## config.mk

```make
export PLATFORM = sky130hd
export DESIGN_NAME = fcc_slice
export DESIGN_NICKNAME = d
export VERILOG_FILES = /design/src/verilog/fcc_pkg.sv /design/src/verilog/fcc_slice.sv
export SDC_FILE = /design/constraint.sdc
export NUM_CORES = 1
export LEC_CHECK = 0
export BUFFER_PORTS_ARGS = -buffer_cell sky130_fd_sc_hd__clkbuf_2
export CORE_AREA = 2 2 39 41
export DETAILED_ROUTE_END_ITERATION = 7
export DIE_AREA = 0 0 41 43
export PLACE_DENSITY = 0.35
export SYNTH_ARGS = -nofsm -noshare
export SYNTH_HDL_FRONTEND = slang
export SYNTH_SLANG_ARGS = --single-unit
```

## constraint.sdc

```tcl
create_clock -name vclk -period 1.95
set_input_delay 0.0975 -clock vclk [all_inputs]
set_output_delay 0.0975 -clock vclk [all_outputs]
set_load 0.01 [all_outputs]
```

## src/verilog/fcc_pkg.sv

```systemverilog
// constants shared by the fast carry slice
// assumes nothing beyond a sv compiler
package fcc_pkg;
    localparam int unsigned SLICE_BITS = 2;
    // carry direction select codes
    localparam logic DIR_UP = 1'b0;
    localparam logic DIR_DOWN = 1'b1;
    // variant codes
    localparam logic VAR_BIDIR = 1'b0;
    localparam logic VAR_UPONLY = 1'b1;
    // carry-in initialisation select on the second generator's fourth input
    localparam logic [1:0] INIT_CHAIN = 2'h0;
    localparam logic [1:0] INIT_ZERO = 2'h1;
    localparam logic [1:0] INIT_INPUT = 2'h2;
    localparam logic INIT_CONST = 1'b0;
endpackage

```

## src/verilog/fcc_slice.sv

```systemverilog
// fast carry slice of one logic tile: two lookup generators as a 2-bit adder
// assumes neighbours wire carry ports by abutment, configuration bits static
// Functional notes
// [RL1] each generator has dedicated carry and borrow logic
// [RL2] carry out feeds the neighbour tile's incoming carry
// [RL3] two 4-input generators form a 2-bit adder, cascadable to any width
// [RL4] tile to tile carry uses dedicated ports, never general routing
// [RL5] bidirectional variant runs up or down, turns right at column ends
// [RL6] upward-only variant carries upward; downward goes over general routing
// [RL7] upward-only variant exits top only, has no downward carry input; here it keeps the downward_carry_input port and ignores it
// [RL8] carry shares operands and feeds back into generators to form sums
// [RL9] upward-only fourth-input selector offers a programmed zero for carry-in
// [RL10] upward-only variant drops the pass-through selector stage
// [RL11] sum is xor of operands and carry; carry is majority or borrow
`timescale 1ns/10ps
module fcc_slice #(
    parameter logic VARIANT = fcc_pkg::VAR_BIDIR
) (
    // clock and reset, only for assertion sampling
    input wire logic core_clk,
    input wire logic sys_rst,
    // configuration
    input wire logic cfg_dir,
    input wire logic cfg_sub,
    input wire logic cfg_col_end,
    input wire logic [1:0] cfg_init_sel,
    // operands
    input wire logic [fcc_pkg::SLICE_BITS-1:0] op_a,
    input wire logic [fcc_pkg::SLICE_BITS-1:0] op_b,
    input wire logic lut_b_input_four,
    // dedicated carry ports
    input wire logic bottom_carry_input,
    input wire logic downward_carry_input,
    output logic top_carry_exit,
    output logic bottom_carry_exit,
    output logic right_carry_exit,
    // results
    output logic [fcc_pkg::SLICE_BITS-1:0] sum
);
    logic cin;
    logic c_mid;
    logic c_out;
    logic [fcc_pkg::SLICE_BITS-1:0] b_eff;

    // operand inversion turns carry into borrow [RL1]
    always_comb
    begin
        // with carry-in held high this gives a minus b with no extra adder
        b_eff = cfg_sub ? ~op_b : op_b;
    end

    // carry-in source; upward-only ignores the downward port and has no pass mux
    always_comb
    begin
        cin = 1'b0;
        if (VARIANT == fcc_pkg::VAR_UPONLY)
        begin
            cin = bottom_carry_input; // [RL7] [RL10]
            case (cfg_init_sel)
                fcc_pkg::INIT_CHAIN: cin = bottom_carry_input;
                fcc_pkg::INIT_ZERO: cin = fcc_pkg::INIT_CONST; // [RL9]
                fcc_pkg::INIT_INPUT: cin = lut_b_input_four; // [RL9]
                default: cin = bottom_carry_input;
            endcase
        end
        else
        begin
            // direction selects which dedicated neighbour feeds us [RL5] [RL4]
            cin = (cfg_dir == fcc_pkg::DIR_UP) ? bottom_carry_input
                                               : downward_carry_input;
        end
    end

    // ripple through both generators with hidden internal carry [RL3] [RL8]
    always_comb
    begin
        sum[0] = op_a[0] ^ b_eff[0] ^ cin; // [RL11]
        c_mid = (op_a[0] & b_eff[0]) | (op_a[0] & cin) | (b_eff[0] & cin);
        sum[1] = op_a[1] ^ b_eff[1] ^ c_mid; // [RL11]
        c_out = (op_a[1] & b_eff[1]) | (op_a[1] & c_mid) | (b_eff[1] & c_mid);
    end

    // steer the carry to the neighbour; at bidirectional column ends it turns right [RL2]
    always_comb
    begin
        top_carry_exit = 1'b0;
        bottom_carry_exit = 1'b0;
        right_carry_exit = 1'b0;
        if (VARIANT == fcc_pkg::VAR_UPONLY)
        begin
            // downward carries must use general routing outside [RL6] [RL7]
            top_carry_exit = c_out;
        end
        else if (cfg_col_end)
            right_carry_exit = c_out; // [RL5]
        else if (cfg_dir == fcc_pkg::DIR_UP)
            top_carry_exit = c_out;
        else
            bottom_carry_exit = c_out;
    end
endmodule
```

==> reports/results.ini, run 1 <==
[critical_path]
worstPathCellList=clkbuf_2, mux2_4, fa_1, inv_1, fa_1, inv_1, clkbuf_2
slowest_delay_ns=0.40
cp-start-kind=primary input
critPathRequiredTime_ns=1.85
path_max_fanout=3
cpMaxStageDelayCell=fa_1
worst_ep_arrival_time_ns=1.52
critPathCaptureType=output port
crit_type=in -> out

[cells_and_area]
instances_no_fill=41
seq_area_um2=0
nClkBuffers=0
nets=43
synthToLayoutAreaGrowth_pct=83.7
nFillCells=160
drive_above_1_share_pct=64.0
n_antenna_cell=0
seq_cell_count=0
final_area_um2=198

[die]
initial_core_util_pct=7.78
die_y_um=43
die-area_mm2=0.00176
rows=14
pin_count=19
die_x_um=41
fp.coreArea_mm2=0.00138

[drt]
drc_errors=0
ant_nets=0
wl_per_cell_um=6.80
dr_total_vias=116
wirelength_um=279
vias_per_cell=2.83
first_pass_iters=2
drt-initial-drc-count=1

[logic_synthesis]
yosysWarnings=0
synth_area_um2=108
syn_inst=11
synth_cell_types=8
synth_top_area_share_pct=37.2
syn_nets=27
yosysTopAreaCell=fa_1
synth.most_common_cell=inv_1
synth_seq_area_share_pct=0
syn_area_per_cell_um2=9.78
synth_area_leaders=fa_1 (37%), mux2_4 (14%), nor3b_2 (12%), inv_1 (10%), xnor2_1 (8.1%)
yosys-top-cells-count=inv_1 (3), fa_1 (2)

[place]
io_buffers=14
dp.cells=41
routabilityCongestion=0.603
place_area_um2=198

[global_routing]
grt-busiest-layer=met1
first_global_vias=82
antenna_found_initial=0
grt_pass1_wl_um=379
grtUsageMet3_pct=0.524
use_met2_pct=2.19
gr-usage-met1_pct=7.07
grt.overflow.total=0
grt_max_degree=4
grt_usage_pct=3.01

[job]
drv_cap=0

[timing]
hold_violations=0
setup_viol=0
fmax_mhz=617
slew_headroom_pct=85.8
worst_pin_slew_ns=0.213
slew_viol_final=0
fin_tns_setup_ns=0
rsz0062_at_grt=no
fin_crit_ns=1.62
post-route-period-util_pct=83.2

[power]
p_total_uw=60.7
p_sw_uw=30.9
leakagePower_uw=0.000110
p_comb_share_pct=100.0
max-vdd-ir-drop_mv=0.0866
seqPwrFrac_pct=0
p_int_uw=29.8
power.density_mw_per_mm2=307
p_sw_share_pct=50.9
power_frac_clock_pct=0

[hold_path]
hold_depth=3
hp-start=cfg_col_end
hold_end=bottom_carry_exit
hp-class=in -> out

[outcome]
outcome=complete, no violations

[cts]
cts_setup_buffers=0
cts_resized=0
postCtsHoldBufs=0

-- cell type report --
class	instances	area, µm²	area share, %
tap	16	20.0	10.1
multi-input combinational	8	96.3	48.7
timing repair buffer	14	70.1	35.4
inverter	3	11.3	5.70
-- cell families after synthesis --
| logic type | count (synthesis) | synth area share [%] |
|---|---|---|
| multiplexers | 1 | 13.9 |
| buffers and inverters | 3 | 10.5 |
| AND/OR/NAND/NOR | 3 | 22.1 |
| XOR/XNOR | 2 | 16.3 |
| adder cells (fa/ha/maj) | 2 | 37.2 |
-- worst max-delay path, delay by kind of cell --
family	cells	cell delay, ns
adders and majority gates	2	0.75
buffers and inverters	4	0.36
muxes	1	0.31
-- cells in the final DEF (no fill, tap or decap), drive strengths merged --
cell	n
nor3	1
fa	2
xnor2	1
xor2	1
nor2b	1
nor3b	1
inv	3
clkbuf	14
mux2	1
-- how the worst max path moves through the flow --
stage,startpoint,endpoint,depth (start not counted)
after CTS,cfg_dir,sum[1],7
after floorplan,cfg_dir,sum[1],5
final,cfg_dir,sum[1],7
after detailed placement,cfg_dir,sum[1],7
after global placement,cfg_dir,sum[1],7
after global routing,cfg_dir,sum[1],7
-- routing by layer --
layer | part of all wire, % | vias to the layer above
met5 | 0 | -
met4 | 0 | 0
met3 | 24 | 0
met2 | 15 | 14
met1 | 60 | 41
li1 | - | 61
-- stage by stage --
stage | utilization, % | setup WS [ns] | hold WS, ns
6_report | 14.3 | 0.328 | 0.459
5_1_grt | 14.3 | 0.273 | 0.475
4_1_cts | 14.3 | 0.315 | 0.463
3_5_place_dp | 14.3 | 0.317 | 0.462
3_3_place_gp | 14.3 | 0.306 | 0.461
2_1_floorplan | - | 0.567 | 0.228
-- power by group through the flow --
stage / Combinational, µW / Sequential (µW) / Clock (µW)
5_1_grt: 67.6 / 0 / 0
4_1_cts: 62.5 / 0 / 0
6_report: 60.7 / 0 / 0
3_5_place_dp: 62.3 / 0 / 0
2_1_floorplan: 34.4 / 0 / 0
3_3_place_gp: 62.5 / 0 / 0
(Power assumes the default switching activity.)
==> run 2, diff against run 1 <==
Settings changed: PLACE_DENSITY 0.35 to 0.36.
Clock period 1.95 ns to 1.4 ns, I/O delays scaled along.
==> run 2 against run 1 <==
  * The flow now finishes with violations (setup timing)
  * Non-clock buffer count increased by 2
  * First-iteration DRC count decreased by 100%
  * Core utilization rose by 5.7 points
  * Via count increased by 11%
  * Largest power group unchanged
  * Clock-buffer cell count is the same
  * Global-route usage up 1.1 points
  * Sequential share of layout area is the same
  * Total power up 100%
==> reports/results.ini, run 2 (same netlist as run 1, synthesis figures left out) <==
[global_routing]
grt.overflow.total=0  ; unchanged
grt_pass1_wl_um=524  ; was 379 µm
antenna_found_initial=0  ; unchanged
grt_usage_pct=4.12  ; was 3.01%
grt_max_degree=4  ; unchanged
first_global_vias=123  ; was 82

[drt]
ant_nets=0  ; unchanged
vias_per_cell=3.00  ; was 2.83
dr_total_vias=129  ; was 116
wl_per_cell_um=8.05  ; was 6.80 µm
drt-initial-drc-count=0  ; was 1
drc_errors=0  ; unchanged
wirelength_um=346  ; was 279 µm
first_pass_iters=1  ; was 2

[die]
fp.coreArea_mm2=0.00138  ; unchanged
pin_count=19  ; unchanged
die_x_um=41  ; unchanged
rows=14  ; unchanged
die-area_mm2=0.00176  ; unchanged
die_y_um=43  ; unchanged
initial_core_util_pct=7.78  ; unchanged

[cells_and_area]
nFillCells=158  ; was 160
instances_no_fill=43  ; was 41
drive_above_1_share_pct=92.6  ; was 64.0%
nClkBuffers=0  ; unchanged
seq_cell_count=0  ; unchanged
seq_area_um2=0  ; unchanged
final_common_cell=clkbuf_2  ; unchanged
nets=45  ; was 43
n_antenna_cell=0  ; unchanged
final_area_um2=277  ; was 198 µm²
synthToLayoutAreaGrowth_pct=157  ; was 83.7%

[timing]
fin_crit_ns=1.50
fin_tns_setup_ns=-0.0974  ; was 0 ns
slew_headroom_pct=85.3  ; was 85.8%
worst_pin_slew_ns=0.219  ; was 0.213 ns
fmax_mhz=668
hold_violations=0  ; unchanged
worst_slack_ns=-0.0974  ; was 0.328 ns
rsz0062_at_grt=yes  ; was no
post-route-period-util_pct=107
whs_ns=0.425  ; was 0.459 ns
slew_viol_final=0  ; unchanged
setup_viol=1  ; was 0

[outcome]
violations=setup timing
outcome=finished, violations left  ; was complete, no violations

[critical_path]
crit_type=in -> out  ; unchanged
worst_ep_arrival_time_ns=1.43  ; was 1.52 ns
critPathRequiredTime_ns=1.33  ; was 1.85 ns
path_max_fanout=2  ; was 3
cp-start-kind=primary input  ; unchanged
critPathCaptureType=output port  ; unchanged

[power]
leakagePower_uw=0.000133  ; was 0.000110 µW
max-vdd-ir-drop_mv=0.127  ; was 0.0866 mV
power.density_mw_per_mm2=444  ; was 307 mW/mm²

[place]
place_area_um2=213  ; was 198 µm²
routabilityCongestion=0.594  ; was 0.603
dp.cells=43  ; was 41
post-place-ws_ns=-0.169  ; was 0.317 ns
io_buffers=14  ; unchanged

[hold_path]
hp-class=in -> out  ; unchanged

[cts]
cts_setup_buffers=0  ; unchanged

[job]
drv_cap=0  ; unchanged

run 2: cell types whose count changed in the layout (fill, tap and decap cells not counted), moves of 2 or more:
cell,change
buf_2,+2
buf_4,+2
buf_6,+2
buf_8,+2
clkbuf_2,-6
fa_1,-2
fa_2,+2
inv_1,-2
inv_2,+2
run 2: path summary, 6_finish.rpt:
| kind | start | endpoint | slack [ns] | cells past startpoint |
|---|---|---|---|---|
| setup / recovery | cfg_dir | sum[1] | -0.1 | 7 |
| hold / removal | cfg_col_end | top_carry_exit | 0.43 | 3 |
run 2: routing by layer:
| metal | share of wire [%] | global-route usage [%] | vias up |
|---|---|---|---|
| met2 | 28 | 3.75 | 14 |
| met3 | 19 | 0.524 | 0 |
| met5 | 0 | 0 | - |
| li1 | - | - | 64 |
| met4 | 0 | 0 | 0 |
| met1 | 53 | 9.03 | 51 |
run 2: layout make-up:
type | instances | area [µm²] | area share, %
tap | 16 | 20.0 | 7.24
multi-input combinational | 8 | 128 | 46.2
timing repair buffer | 16 | 118 | 42.5
inverter | 3 | 11.3 | 4.07
run 2: critical path, cell delays in order:
cell and delay (ns):
buf_8 0.10, mux2_4 0.29, fa_2 0.33, inv_2 0.06
fa_2 0.42, inv_2 0.06, buf_6 0.09
run 2: metrics by stage:
| step | utilization, % | total power [µW] |
|---|---|---|
| after floorplan | - | 47.8 |
| after global placement | 15.4 | 91.0 |
| after detailed placement | 15.4 | 90.3 |
| after CTS | 17.1 | 98.4 |
| after global routing | 20.0 | 136 |
| final | 20.0 | 123 |
run 2: what timing repair did:
| item | CTS | global route |
|---|---|---|
| resized for setup | 5 | 14 |
| hold buffers | 0 | 0 |
| pin swaps | 0 | 2 |
| endpoints found under the setup margin | 4 | 4 |
run 2: report_power, final:
group	switching (µW)	leakage, µW	internal (µW)	total [µW]
logic	53.1	0.000133	69.6	123
registers	0	0	0	0
clock network	0	0	0	0
==> run 3, diff against run 2 <==
Settings changed: ABC_AREA set to 1, CAP_MARGIN set to 20, PLACE_DENSITY 0.36 to 0.38.
==> run 3 against run 2 <==
  * The flow now finishes without violations
  * Non-clock buffer count grew 2
  * First-iteration DRC count grew 2
  * Hold slack gained 0.025 ns
  * Worst setup slack gained 0.13 ns
  * Wire length shrank 9.2%
  * Total power shrank 20%
  * Largest power group unchanged
  * Synthesized cell count grew 120%
  * Design area grew 0.91%
  * Global-route usage shrank 0.51 points
  * Core utilization grew 0.18 points
==> reports/results.ini, run 3 <==
[outcome]
outcome=complete, no violations  ; was finished, violations left

[timing]
fmax_mhz=731  ; was 668 MHz
slew_viol_final=0  ; unchanged
slew_headroom_pct=92.3  ; was 85.3%
fin_crit_ns=1.37  ; was 1.50 ns
setup_viol=0  ; was 1
worst_pin_slew_ns=0.116  ; was 0.219 ns
rsz0062_at_grt=yes  ; unchanged
worst_slack_ns=0.0325  ; was -0.0974 ns
post-route-period-util_pct=97.7  ; was 107%
hold_violations=0  ; unchanged

[cts]
cts_setup_buffers=0  ; unchanged
postCtsHoldBufs=0  ; unchanged

[die]
die-area_mm2=0.00176  ; unchanged
fp.coreArea_mm2=0.00138  ; unchanged
die_y_um=43  ; unchanged
pin_count=19  ; unchanged
die_x_um=41  ; unchanged
initial_core_util_pct=8.86  ; was 7.78%
rows=14  ; unchanged

[place]
post-place-ws_ns=-0.0525  ; was -0.169 ns
place_area_um2=243  ; was 213 µm²
hpwl_um=282
routabilityCongestion=0.527  ; was 0.594
io_buffers=14  ; unchanged

[critical_path]
critPathCaptureType=output port  ; unchanged
path_max_fanout=3  ; was 2
crit_type=in -> out  ; unchanged
worst_ep_arrival_time_ns=1.30  ; was 1.43 ns
cpMaxStageDelayCell=fa_1  ; was fa_2
crit_buf_inv=5  ; was 4
slowest_delay_ns=0.40  ; was 0.42 ns
worstPathCellList=clkbuf_8, inv_2, nand2_1, nand2_2, fa_2, inv_2, fa_1, inv_1, buf_2  ; was buf_8, mux2_4, fa_2, inv_2, fa_2, inv_2, buf_6
critPathRequiredTime_ns=1.33  ; about the same
cpMostUsedCell=inv_2
cp-start-kind=primary input  ; unchanged
cp_top_family=adder cells  ; unchanged

[logic_synthesis]
yosys-top-cells-count=nand2_1 (11), inv_1 (8), nor2_1 (3), fa_1 (2)  ; was inv_1 (3), fa_1 (2)
synth_cell_types=4  ; was 8
syn_area_per_cell_um2=5.11  ; was 9.78 µm²
yosysTopAreaCell=nand2_1  ; was fa_1
synth_area_um2=123  ; was 108 µm²
syn_nets=40  ; was 27
synth_seq_area_share_pct=0  ; unchanged
synth_area_leaders=nand2_1 (34%), fa_1 (33%), inv_1 (24%), nor2_1 (9.2%)  ; was fa_1 (37%), mux2_4 (14%), nor3b_2 (12%), inv_1 (10%), xnor2_1 (8.1%)
yosysWarnings=0  ; unchanged
synth.most_common_cell=nand2_1  ; was inv_1
synth_top_area_share_pct=33.7  ; was 37.2%
syn_inst=24  ; was 11

[drt]
first_pass_iters=2  ; was 1
drc_errors=0  ; unchanged
wl_per_cell_um=5.41  ; was 8.05 µm
dr_total_vias=182  ; was 129
wirelength_um=314  ; was 346 µm
drt-initial-drc-count=2  ; was 0
vias_per_cell=3.14  ; was 3.00
ant_nets=0  ; unchanged

[cells_and_area]
seq_cell_count=0  ; unchanged
drive_above_1_share_pct=66.7  ; was 92.6%
final_area_um2=279  ; was 277 µm²
final_common_cell=clkbuf_2  ; unchanged
n_antenna_cell=0  ; unchanged
nets=60  ; was 45
layout_common_cells=clkbuf_2 (11), nand2_1 (6), nand2_2 (5), inv_1 (4), buf_4 (4)
nClkBuffers=0  ; unchanged
seq_area_um2=0  ; unchanged
synthToLayoutAreaGrowth_pct=128  ; was 157%

[job]
drv_cap=0  ; unchanged

[hold_path]
hp-class=in -> out  ; unchanged

[power]
max-vdd-ir-drop_mv=0.102  ; was 0.127 mV
power.density_mw_per_mm2=350  ; was 444 mW/mm²
leakagePower_uw=0.000174  ; was 0.000133 µW

[global_routing]
grt_pass1_wl_um=489  ; was 524 µm
first_global_vias=161  ; was 123
antenna_found_initial=0  ; unchanged
grt_usage_pct=3.61  ; was 4.12%
grt.overflow.total=0  ; unchanged
grt_max_degree=4  ; unchanged

run 3: timing repair:
action,in CTS,in global routing
setup endpoints to repair,1,4
pin swaps,1,6
resized for setup,4,13
run 3: kinds of logic after synthesis:
family        share of synthesized area [%]
simple gates                           42.9
buf+inv                                24.5
fa+ha+maj                              32.7
run 3: path summary, 6_finish.rpt:
path	end	cells after the start	slack (ns)	startpoint
max	sum[1]	9	0.03	cfg_sub
min	right_carry_exit	4	0.45	cfg_col_end
run 3: where the power goes:
group	switching (µW)	internal (µW)	total [µW]
Sequential	0	0	0
Combinational	47.2	50.5	97.6
Clock	0	0	0
run 3: through the flow:
step / power, µW / std cells / setup TNS [ns] / hold WS (ns) / utilization [%]
floorplan: 43.4 / 24 / 0 / 0.237 / -
global placement: 85.5 / 58 / -0.0550 / 0.448 / 17.5
detailed placement: 86.3 / 58 / -0.0525 / 0.450 / 17.5
CTS: 91.3 / 58 / -0.00505 / 0.453 / 18.4
global route: 112 / 58 / -0.0585 / 0.495 / 20.2
finish: 97.6 / 58 / 0 / 0.450 / 20.2
run 3: cell type report:
class | instances | area, µm²
Tap cell | 16 | 20.0
Multi-Input combinational cell | 16 | 108
Timing Repair Buffer | 18 | 119
Fill cell | 163 | 1100
Inverter | 8 | 32.5
run 3: tightest hold or removal path, stage by stage:
cell and delay, ns:
clkbuf_2 0.08, inv_1 0.07, nor2_1 0.04, clkbuf_2 0.12
run 3: metal layers:
layer | part of all wire, % | track usage, % | routed length (µm)
met5 | 0 | 0 | 0
met4 | 0 | 0 | 0
met3 | 14 | 0 | 44
met2 | 40 | 6.25 | 125
met1 | 46 | 5.11 | 144
